<file path="src/t16_cfg.svh">
// constants for the 16-bit timer compare/counting block
`ifndef T16_CFG_SVH
`define T16_CFG_SVH

// register byte offsets
`define T16_OFF_CTRL    8'h00
`define T16_OFF_FORCE   8'h04
`define T16_OFF_COUNT   8'h08
`define T16_OFF_CMPA    8'h0C
`define T16_OFF_CMPB    8'h10
`define T16_OFF_CAPT    8'h14
`define T16_OFF_FLAGS   8'h18
`define T16_OFF_PORT    8'h1C

// control register fields
`define T16_CTRL_MODE_LSB  0
`define T16_CTRL_MODE_MSB  3
`define T16_CTRL_ACTA_LSB  4
`define T16_CTRL_ACTA_MSB  5
`define T16_CTRL_ACTB_LSB  6
`define T16_CTRL_ACTB_MSB  7
`define T16_CTRL_CS_LSB    8
`define T16_CTRL_CS_MSB    10
`define T16_CTRL_RESET     11'h000

// flag register bits
`define T16_FLAG_OVF   0
`define T16_FLAG_CMPA  1
`define T16_FLAG_CMPB  2
`define T16_FLAG_CAPT  3

// port register fields
`define T16_PORT_VAL_LSB  0
`define T16_PORT_DIR_LSB  2
`define T16_PORT_LAT_LSB  4

// waveform modes that are not PWM
`define T16_MODE_NORMAL     4'h0
`define T16_MODE_CLR_CMPA   4'h4
`define T16_MODE_CLR_CAPT   4'hC

// counter extremes
`define T16_CNT_MAX   16'hFFFF
`define T16_CNT_ZERO  16'h0000

// prescaler selects and division masks (divide minus one)
`define T16_CS_STOP   3'h0
`define T16_CS_DIV1   3'h1
`define T16_CS_DIV8   3'h2
`define T16_CS_DIV64  3'h3
`define T16_CS_DIV256 3'h4
`define T16_CS_DIV1K  3'h5
`define T16_DIV8_M    10'h007
`define T16_DIV64_M   10'h03F
`define T16_DIV256_M  10'h0FF
`define T16_DIV1K_M   10'h3FF

// output action codes
`define T16_ACT_NONE    2'h0
`define T16_ACT_TOGGLE  2'h1
`define T16_ACT_CLEAR   2'h2
`define T16_ACT_SET     2'h3

`endif

</file>
<file path="src/t16_pkg.sv">
// types shared by the 16-bit timer block
package t16_pkg;
   typedef logic [15:0] t16_count_t;
   typedef logic [1:0]  t16_action_t;
   typedef logic [3:0]  t16_mode_t;
endpackage : t16_pkg

</file>
<file path="src/t16_prescale.sv">
// prescaler producing the timer clock tick from the i/o clock
`timescale 1ns/1ns
`default_nettype none
`include "t16_cfg.svh"
module t16_prescale
   import t16_pkg::*;
(
   input  wire logic       clk,
   input  wire logic       sys_rst,
   input  wire logic [2:0] clk_sel,
   output logic            tick
);
   logic [9:0] pre_cnt;
   logic [9:0] div_mask;

   // division mask for the selected factor
   assign div_mask = (clk_sel == `T16_CS_DIV8)   ? `T16_DIV8_M   :
                     (clk_sel == `T16_CS_DIV64)  ? `T16_DIV64_M  :
                     (clk_sel == `T16_CS_DIV256) ? `T16_DIV256_M :
                     `T16_DIV1K_M;
   // one tick per N i/o clocks; stopped selects give none
   assign tick = (clk_sel == `T16_CS_DIV1) ? 1'b1 :
                 ((clk_sel == `T16_CS_STOP) || (clk_sel > `T16_CS_DIV1K))
                    ? 1'b0
                    : ((pre_cnt & div_mask) == div_mask);

   // free-running prescale counter
   always_ff @(posedge clk) begin
      if (sys_rst) begin
         pre_cnt <= 10'h000;
      end else begin
         pre_cnt <= pre_cnt + 10'h001;
      end
   end
endmodule : t16_prescale
`default_nettype wire

</file>
<file path="src/t16_timer.sv">
// 16-bit timer: counter, compare outputs, flags and wishbone registers
`timescale 1ns/1ns
`default_nettype none
`include "t16_cfg.svh"
// Functional notes
// - reset clears every compare output latch to zero.
// - nonzero action field routes the latch to the pin, not port value.
// - pin direction bit still decides whether the pin drives.
// - action fields never touch the capture logic.
// - action code zero leaves the latch unchanged on a match.
// - a new action field applies from the next match onward.
// - force strobe applies the action at once in non-PWM modes.
// - counting depends only on mode select, never on action fields.
// - mode zero counts up always and wraps from FFFF to 0000.
// - overflow flag sets as count becomes zero; only software clears it.
// - counter may be written at any time in normal mode.
// - mode 4 tops at compare A, mode 12 at capture; clear on top.
// - reaching top sets compare A flag or capture flag.
// - top is unbuffered; below count means run on and wrap first.
// - toggle action on channel A gives a square wave in clear mode.
// - timer tick is i/o clock divided by 1, 8, 64, 256 or 1024.
// - in clear mode overflow sets only on the FFFF to 0000 roll.
// - continuous compare; match sets compare flag at the timer tick.
// - forced compare moves the latch only, no flag, no counter change.
// - counter write blocks matches in the next timer clock cycle.
module t16_timer
   import t16_pkg::*;
#(
   parameter int NUM_CH = 2
)(
   input  wire logic        clk,
   input  wire logic        sys_rst,
   input  wire logic        wb_cyc_i,
   input  wire logic        wb_stb_i,
   input  wire logic        wb_we_i,
   input  wire logic [7:0]  wb_adr_i,
   input  wire logic [3:0]  wb_sel_i,
   input  wire logic [31:0] wb_dat_i,
   output logic [31:0]      wb_dat_o,
   output logic             wb_ack_o,
   input  wire logic        capture_event,
   output logic [NUM_CH-1:0] pin_o,
   output logic [NUM_CH-1:0] pin_oe
);
   logic [10:0]       ctrl;
   t16_count_t        counter_value;
   t16_count_t        compare_reg [NUM_CH];
   t16_count_t        capture_reg;
   logic [3:0]        flags;
   logic [NUM_CH-1:0] port_val;
   logic [NUM_CH-1:0] pin_direction_bit;
   logic [NUM_CH-1:0] compare_output_latch;
   logic              match_block;

   wire logic        tick;
   wire logic        bus_req;
   wire logic        bus_wr;
   wire logic        wr_ctrl;
   wire logic        wr_force;
   wire logic        wr_count;
   wire logic        wr_capt;
   wire logic        wr_flags;
   wire logic        wr_port;
   wire logic        lo_ok;
   wire t16_mode_t   waveform_mode_select;
   wire logic        non_pwm;
   wire logic        clear_on_match_mode;
   wire t16_count_t  top_value;
   wire logic        top_hit;
   wire logic        wrap_hit;
   wire logic        capt_allowed;
   wire logic [NUM_CH-1:0] ch_match;
   wire logic [NUM_CH-1:0] force_compare_strobe;
   wire t16_action_t output_action_field [NUM_CH];
   logic [31:0]      next_rdata;

   t16_prescale u_pre (
      .clk     (clk),
      .sys_rst (sys_rst),
      .clk_sel (ctrl[`T16_CTRL_CS_MSB:`T16_CTRL_CS_LSB]),
      .tick    (tick)
   );

   // bus decode; a write is taken in the cycle ack is raised
   assign bus_req  = wb_cyc_i && wb_stb_i && !wb_ack_o;
   assign bus_wr   = bus_req && wb_we_i;
   assign lo_ok    = wb_sel_i[0];
   assign wr_ctrl  = bus_wr && lo_ok && (wb_adr_i == `T16_OFF_CTRL);
   assign wr_force = bus_wr && lo_ok && (wb_adr_i == `T16_OFF_FORCE);
   assign wr_count = bus_wr && lo_ok && (wb_adr_i == `T16_OFF_COUNT);
   assign wr_capt  = bus_wr && lo_ok && (wb_adr_i == `T16_OFF_CAPT);
   assign wr_flags = bus_wr && lo_ok && (wb_adr_i == `T16_OFF_FLAGS);
   assign wr_port  = bus_wr && lo_ok && (wb_adr_i == `T16_OFF_PORT);

   // mode decode; counting is steered by mode select alone
   assign waveform_mode_select =
      ctrl[`T16_CTRL_MODE_MSB:`T16_CTRL_MODE_LSB];
   assign clear_on_match_mode =
      (waveform_mode_select == `T16_MODE_CLR_CMPA) ||
      (waveform_mode_select == `T16_MODE_CLR_CAPT);
   assign non_pwm = clear_on_match_mode ||
                    (waveform_mode_select == `T16_MODE_NORMAL);
   assign top_value = (waveform_mode_select == `T16_MODE_CLR_CAPT)
                      ? capture_reg : compare_reg[0];
   // exact equality only, so a top below the count is passed by
   assign top_hit  = clear_on_match_mode && !match_block &&
                     (counter_value == top_value);
   assign wrap_hit = (counter_value == `T16_CNT_MAX);
   // capture input is off while capture defines top
   assign capt_allowed = (waveform_mode_select != `T16_MODE_CLR_CAPT);
   assign output_action_field[0] =
      ctrl[`T16_CTRL_ACTA_MSB:`T16_CTRL_ACTA_LSB];
   assign output_action_field[1] =
      ctrl[`T16_CTRL_ACTB_MSB:`T16_CTRL_ACTB_LSB];

   // action applied to a latch on a real or forced match
   function automatic logic apply_act(input t16_action_t act,
                                      input logic cur);
      case (act)
         `T16_ACT_TOGGLE: apply_act = !cur;
         `T16_ACT_CLEAR:  apply_act = 1'b0;
         `T16_ACT_SET:    apply_act = 1'b1;
         default:         apply_act = cur;
      endcase
   endfunction : apply_act

   // per channel compare, latch and pin drive
   genvar ch;
   generate
      for (ch = 0; ch < NUM_CH; ch++) begin : g_ch
         assign ch_match[ch] = tick && !match_block &&
                        (counter_value == compare_reg[ch]);
         assign force_compare_strobe[ch] =
            wr_force && wb_dat_i[ch] && non_pwm;

         // latch follows the action in force at the match itself
         always_ff @(posedge clk) begin
            if (sys_rst) begin
               compare_output_latch[ch] <= 1'b0;
            end else if ((ch_match[ch] && non_pwm) ||
                         force_compare_strobe[ch]) begin
               compare_output_latch[ch] <= apply_act(
                  output_action_field[ch],
                  compare_output_latch[ch]);
            end
         end

         // pin source and enable, registered
         always_ff @(posedge clk) begin
            if (sys_rst) begin
               pin_o[ch]  <= 1'b0;
               pin_oe[ch] <= 1'b0;
            end else begin
               pin_o[ch]  <= (output_action_field[ch] != `T16_ACT_NONE)
                             ? compare_output_latch[ch]
                             : port_val[ch];
               pin_oe[ch] <= pin_direction_bit[ch];
            end
         end

         // compare register written straight, unbuffered
         always_ff @(posedge clk) begin
            if (sys_rst) begin
               compare_reg[ch] <= `T16_CNT_ZERO;
            end else if (bus_wr && (wb_adr_i == (`T16_OFF_CMPA +
                         8'(4 * ch)))) begin
               if (wb_sel_i[0]) compare_reg[ch][7:0]  <= wb_dat_i[7:0];
               if (wb_sel_i[1]) compare_reg[ch][15:8] <= wb_dat_i[15:8];
            end
         end
      end
   endgenerate

   // counter: software write first, else count on tick
   always_ff @(posedge clk) begin
      if (sys_rst) begin
         counter_value <= `T16_CNT_ZERO;
      end else if (wr_count) begin
         counter_value <= wb_dat_i[15:0];
      end else if (tick) begin
         if (top_hit) begin
            counter_value <= `T16_CNT_ZERO;
         end else begin
            counter_value <= counter_value + 16'h0001;
         end
      end
   end

   // match blocking after a counter write, held to the next tick
   always_ff @(posedge clk) begin
      if (sys_rst) begin
         match_block <= 1'b0;
      end else if (wr_count) begin
         match_block <= 1'b1;
      end else if (tick) begin
         match_block <= 1'b0;
      end
   end

   // capture register: software write or capture event
   always_ff @(posedge clk) begin
      if (sys_rst) begin
         capture_reg <= `T16_CNT_ZERO;
      end else if (wr_capt) begin
         capture_reg <= wb_dat_i[15:0];
      end else if (capture_event && capt_allowed) begin
         capture_reg <= counter_value;
      end
   end

   // sticky flags; a set in the clearing cycle wins
   always_ff @(posedge clk) begin
      if (sys_rst) begin
         flags <= 4'h0;
      end else begin
         flags[`T16_FLAG_OVF] <= (tick && wrap_hit) ||
            (flags[`T16_FLAG_OVF] &&
             !(wr_flags && wb_dat_i[`T16_FLAG_OVF]));
         flags[`T16_FLAG_CMPA] <= ch_match[0] ||
            (flags[`T16_FLAG_CMPA] &&
             !(wr_flags && wb_dat_i[`T16_FLAG_CMPA]));
         flags[`T16_FLAG_CMPB] <= ch_match[1] ||
            (flags[`T16_FLAG_CMPB] &&
             !(wr_flags && wb_dat_i[`T16_FLAG_CMPB]));
         flags[`T16_FLAG_CAPT] <= (tick && top_hit &&
            (waveform_mode_select == `T16_MODE_CLR_CAPT)) ||
            (capture_event && capt_allowed) ||
            (flags[`T16_FLAG_CAPT] &&
             !(wr_flags && wb_dat_i[`T16_FLAG_CAPT]));
      end
   end

   // control and port registers
   always_ff @(posedge clk) begin
      if (sys_rst) begin
         ctrl              <= `T16_CTRL_RESET;
         port_val          <= '0;
         pin_direction_bit <= '0;
      end else begin
         if (wr_ctrl) begin
            ctrl <= wb_dat_i[10:0];
         end
         if (wr_port) begin
            port_val <= wb_dat_i[`T16_PORT_VAL_LSB +: NUM_CH];
            pin_direction_bit <= wb_dat_i[`T16_PORT_DIR_LSB +: NUM_CH];
         end
      end
   end

   // read data mux; unmapped and force read as zero
   always_comb begin
      next_rdata = 32'h0000_0000;
      case (wb_adr_i)
         `T16_OFF_CTRL:  next_rdata[10:0] = ctrl;
         `T16_OFF_COUNT: next_rdata[15:0] = counter_value;
         `T16_OFF_CMPA:  next_rdata[15:0] = compare_reg[0];
         `T16_OFF_CMPB:  next_rdata[15:0] = compare_reg[1];
         `T16_OFF_CAPT:  next_rdata[15:0] = capture_reg;
         `T16_OFF_FLAGS: next_rdata[3:0]  = flags;
         `T16_OFF_PORT: begin
            next_rdata[`T16_PORT_VAL_LSB +: NUM_CH] = port_val;
            next_rdata[`T16_PORT_DIR_LSB +: NUM_CH] = pin_direction_bit;
            next_rdata[`T16_PORT_LAT_LSB +: NUM_CH] = compare_output_latch;
         end
         default:        next_rdata = 32'h0000_0000;
      endcase
   end

   // single-cycle acknowledge for every address
   always_ff @(posedge clk) begin
      if (sys_rst) begin
         wb_ack_o <= 1'b0;
         wb_dat_o <= 32'h0000_0000;
      end else begin
         wb_ack_o <= bus_req;
         wb_dat_o <= bus_req ? next_rdata : 32'h0000_0000;
      end
   end
endmodule : t16_timer
`default_nettype wire

</file>
<file path="config.mk">
export PLATFORM = sky130hd
export DESIGN_NAME = t16_timer
export DESIGN_NICKNAME = d
export VERILOG_FILES = /design/src/t16_pkg.sv /design/src/t16_prescale.sv /design/src/t16_timer.sv
export VERILOG_INCLUDE_DIRS = /design/src
export SDC_FILE = /design/constraint.sdc
export NUM_CORES = 1
export LEC_CHECK = 0
export BUFFER_PORTS_ARGS = -buffer_cell sky130_fd_sc_hd__buf_2
export CORE_MARGIN = 4
export CORE_UTILIZATION = 58
export CTS_CLUSTER_DIAMETER = 40
export DETAILED_ROUTE_END_ITERATION = 7
export HOLD_SLACK_MARGIN = 0.1
export PLACE_DENSITY = 0.83
export SLEW_MARGIN = 20
export SYNTH_ARGS = -nofsm -noshare
export SYNTH_HDL_FRONTEND = slang
export SYNTH_SLANG_ARGS = --single-unit
</file>
<file path="constraint.sdc">
create_clock -name clk -period 2.64 [get_ports clk]
set_input_delay 0.264 -clock clk [delete_from_list [all_inputs] [get_ports clk]]
set_output_delay 0.264 -clock clk [all_outputs]
set_load 0.1 [all_outputs]
</file>
==> run_summary.xml <==
<?xml version="1.0" encoding="UTF-8"?>
<metrics>
  <group name="status">
    <metric name="outcome" unit="">finished clean</metric>
  </group>
  <group name="sta">
    <metric name="final-max-slew-violation-count" unit="">0</metric>
    <metric name="timing.max_slew.rel_slack" unit="%">38.3</metric>
    <metric name="final-hold-violation-count" unit="">0</metric>
    <metric name="fmax" unit="MHz">422</metric>
    <metric name="fin_crit_sh" unit="%">89.8</metric>
    <metric name="min_cycle_time_layout" unit="ps">2370</metric>
    <metric name="setup-tns-final" unit="ps">0</metric>
    <metric name="skew" unit="ps">9.58</metric>
    <metric name="tightest_slew" unit="ps">916</metric>
    <metric name="final-setup-viol-count" unit="">0</metric>
    <metric name="grt_setup_unrepaired" unit="">false</metric>
  </group>
  <group name="global_route">
    <metric name="number_of_antenna_violations_at_the_first_check_in_global_routing" unit="">0</metric>
    <metric name="global_route_wire_length_before_repair" unit="µm">33200</metric>
    <metric name="track_usage" unit="%">34.3</metric>
    <metric name="grt_start_max_net_pins" unit="">33</metric>
    <metric name="globalRoute.totalOverflow" unit="">0</metric>
    <metric name="grt_pass1_vias" unit="">6120</metric>
  </group>
  <group name="critical_path">
    <metric name="critical_path.max_fanout" unit="">5</metric>
    <metric name="rr_endpoint" unit="">flags[3]$_SDFF_PP0_</metric>
    <metric name="worst-setup-path-type" unit="">flop to flop</metric>
    <metric name="r2r.worst_path.cells" unit="">6</metric>
    <metric name="regToRegStartpoint" unit="">counter_value[13]$_SDFFE_PP0P_</metric>
    <metric name="timing.reg2reg.setup_slack" unit="ps">270</metric>
    <metric name="cp-start-kind" unit="">flop</metric>
    <metric name="endpoint_kind" unit="">flop</metric>
    <metric name="worst_ep_arrival" unit="ps">2840</metric>
    <metric name="required" unit="ps">3110</metric>
  </group>
  <group name="layout">
    <metric name="largest_register_ff_count" unit="">32</metric>
    <metric name="flow.area_growth_from_synthesis" unit="%">20.3</metric>
    <metric name="diodes" unit="">0</metric>
    <metric name="number_of_fillers_in_the_final_layout" unit="">817</metric>
    <metric name="final_util" unit="%">72.8</metric>
    <metric name="final_area" unit="µm²">7610</metric>
    <metric name="seq_area" unit="µm²">2660</metric>
    <metric name="finish.net_count" unit="">867</metric>
    <metric name="multi_input_area" unit="µm²">3310</metric>
    <metric name="fraction_of_final_layout_cells_with_drive_strength_greater_than_1" unit="%">16.5</metric>
  </group>
  <group name="yosys">
    <metric name="yosys_warnings" unit="">0</metric>
    <metric name="netlist_area" unit="µm²">6330</metric>
    <metric name="ys_async_sr_fraction" unit="%">0</metric>
    <metric name="yosysMostFrequentCell" unit="">sky130_fd_sc_hd__nand2_1</metric>
    <metric name="synth_top_cell_area_share" unit="%">26.9</metric>
    <metric name="synth.largest_area_cell" unit="">sky130_fd_sc_hd__dfxtp_1</metric>
    <metric name="synth-edff-count" unit="">32</metric>
    <metric name="synth-seq-cells" unit="">117</metric>
    <metric name="syn-mean-instance-area" unit="µm²">8.60</metric>
    <metric name="synth_cells" unit="">736</metric>
    <metric name="yosys-top-cells-area" unit="">sky130_fd_sc_hd__dfxtp_1 27%, sky130_fd_sc_hd__edfxtp_1 15%, sky130_fd_sc_hd__nand2_1 5.7%</metric>
    <metric name="seq_area_frac_synth" unit="%">42.1</metric>
    <metric name="synth_flop_cell" unit="">sky130_fd_sc_hd__dfxtp_1</metric>
    <metric name="synth.lib_cells_used.distinct" unit="">66</metric>
    <metric name="synthTopCellsByCount" unit="">96 x sky130_fd_sc_hd__nand2_1, 85 x sky130_fd_sc_hd__dfxtp_1, 58 x sky130_fd_sc_hd__a21oi_1</metric>
  </group>
  <group name="cts">
    <metric name="post_cts_resize_count" unit="">0</metric>
    <metric name="cts_buffer_depth" unit="">2</metric>
    <metric name="clk-insertion-delay-late" unit="ps">540</metric>
    <metric name="clk_pin_slew" unit="ps">60</metric>
    <metric name="cts.root.buffer_cell" unit="">sky130_fd_sc_hd__clkbuf_8</metric>
    <metric name="cts_tree" unit="">yes</metric>
    <metric name="clock_sinks" unit="">117</metric>
    <metric name="cts.htree.levels" unit="">4</metric>
    <metric name="cts_inserted_buffers" unit="">17</metric>
  </group>
  <group name="detailed_routing">
    <metric name="route.detailed.drc" unit="">0</metric>
    <metric name="detail_route.wirelength" unit="µm">21600</metric>
    <metric name="mean_routed_wirelength_per_cell" unit="µm">22.4</metric>
    <metric name="route.detailed.vias_per_inst" unit="">6.48</metric>
    <metric name="routed-via-count" unit="">6242</metric>
    <metric name="route.antenna.remaining_nets" unit="">0</metric>
    <metric name="drt_first_iter_violations" unit="">1068</metric>
    <metric name="drt_first_pass_iters" unit="">7</metric>
  </group>
  <group name="min_path">
    <metric name="whs_path_depth" unit="">3</metric>
    <metric name="hold_path_startpoint" unit="">capture_event</metric>
    <metric name="class_of_the_most_critical_hold_timing_path" unit="">input pin to flop</metric>
    <metric name="worstHoldEndpoint" unit="">capture_reg[0]$_SDFFE_PP0P_</metric>
  </group>
  <group name="placement">
    <metric name="detail_placement_hpwl" unit="µm">15400</metric>
    <metric name="instance_area_after_placement" unit="µm²">6820</metric>
    <metric name="io_buffer_count" unit="">52</metric>
    <metric name="gp_routability_congestion" unit="">1.04</metric>
  </group>
  <group name="die">
    <metric name="floorplan.core_area" unit="µm²">10500</metric>
    <metric name="die_h" unit="µm">112</metric>
    <metric name="chipWidth" unit="µm">112</metric>
    <metric name="num_rows" unit="">37</metric>
    <metric name="area_of_the_die" unit="µm²">12600</metric>
    <metric name="pin_count" unit="">87</metric>
    <metric name="initial_core_util" unit="%">60.5</metric>
  </group>
  <group name="power">
    <metric name="powerDensity" unit="nW/µm²">598</metric>
    <metric name="leakage" unit="nW">2.94</metric>
    <metric name="total_power" unit="W">0.00456</metric>
    <metric name="vdd_drop_max" unit="V">0.000593</metric>
  </group>
  <group name="job">
    <metric name="max_cap_viols" unit="">0</metric>
  </group>
</metrics>
layout make-up:
cell class                 instances  share of cell area [%]
timing repair buffer             118                    10.8
inverter                          13                   0.674
clock buffer                      20                    5.72
sequential                       117                    35.0
multi-input combinational        548                    43.4
tap                              136                    2.24
clock inverter                    12                    2.12
where the power goes:
part           switching [W]  total, W  internal, W
clock network       0.000820   0.00236      0.00154
registers          0.0000235   0.00189      0.00187
logic               0.000233  0.000304    0.0000719
total                0.00108   0.00456      0.00348
what timing repair did:
| action | 4_1_cts | 5_1_grt |
|---|---|---|
| buffers inserted | 1 | 0 |
| hold buffers | 18 | 0 |
| endpoints found under the hold margin | 39 | 0 |
| endpoints found under the setup margin | 15 | 0 |
cells by family after synthesis:
group,after synthesis,share of synthesized area [%]
flip-flops,117,42.1
AO/OA/AOI/OAI,161,17.2
adder cells (fa/ha/maj),2,0.395
other,1,0.0593
XOR/XNOR,57,7.89
AND/OR/NAND/NOR,307,24.9
multiplexers,5,0.811
buffers and inverters,86,6.64
stage by stage:
stage | std cells | hold WS (ps) | setup WS, ps
6_report | 964 | 194 | 270
5_1_grt | 964 | 193 | 97.4
4_1_cts | 964 | 172 | 299
3_5_place_dp | 913 | 433 | -66.7
3_3_place_gp | 913 | 426 | -29.1
2_1_floorplan | 751 | 400 | 131
how the worst max path moves through the flow:
stage                                   start                        endpoint  cells past startpoint
6_report       counter_value[13]$_SDFFE_PP0P_             flags[3]$_SDFF_PP0_                      6
5_1_grt                  ctrl[2]$_SDFFE_PP0P_             flags[3]$_SDFF_PP0_                      7
4_1_cts        counter_value[13]$_SDFFE_PP0P_             flags[3]$_SDFF_PP0_                      6
3_3_place_gp   counter_value[13]$_SDFFE_PP0P_   counter_value[8]$_SDFFE_PP0P_                      6
2_1_floorplan             wb_ack_o$_SDFF_PP0_   counter_value[1]$_SDFFE_PP0P_                      7
3_5_place_dp   counter_value[13]$_SDFFE_PP0P_  counter_value[11]$_SDFFE_PP0P_                      6
routing by layer:
metal | share of wire (%) | global-route usage [%] | wire (µm) | up-vias
li1 | - | - | - | 2783
met4 | 4.9 | 18.7 | 1060 | 0
met1 | 37 | 44.3 | 8010 | 2915
met2 | 44 | 51.2 | 9590 | 456
met3 | 14 | 10.8 | 2970 | 88
met5 | 0 | 0 | 0 | -
critical path, cell delays in order, from the launching register on:
cell and delay [ps]:
sky130_fd_sc_hd__dfxtp_1 480, sky130_fd_sc_hd__xnor2_1 170, sky130_fd_sc_hd__o2111ai_1 170, sky130_fd_sc_hd__o32a_1 200
sky130_fd_sc_hd__or4_4 570, sky130_fd_sc_hd__or4_1 540, sky130_fd_sc_hd__a31oi_1 160
cells in the final DEF (no fill, tap or decap), drive strengths merged, types with 4 or more instances in the layout:
master	netlist	routed
nor2b	10	10
dlygate4sd3	0	18
edfxtp	32	32
clkbuf	41	20
a22oi	15	15
nand4	5	5
and3	20	20
a31oi	5	5
a222oi	14	14
xor2	34	34
o22ai	16	16
conb	1	16
nand2b	6	6
dfxtp	85	85
mux2i	4	4
a311oi	17	17
nor3b	5	5
clkinv	0	7
buf	32	100
nor4	13	13
inv	13	13
nand2	96	96
xnor2	23	23
or4	5	5
a21oi	58	58
nor3	9	9
nand3	34	34
bufinv	0	4
nor2	53	53
and2	35	35
o21ai	12	12
Power figures use the tool's default switching activity.
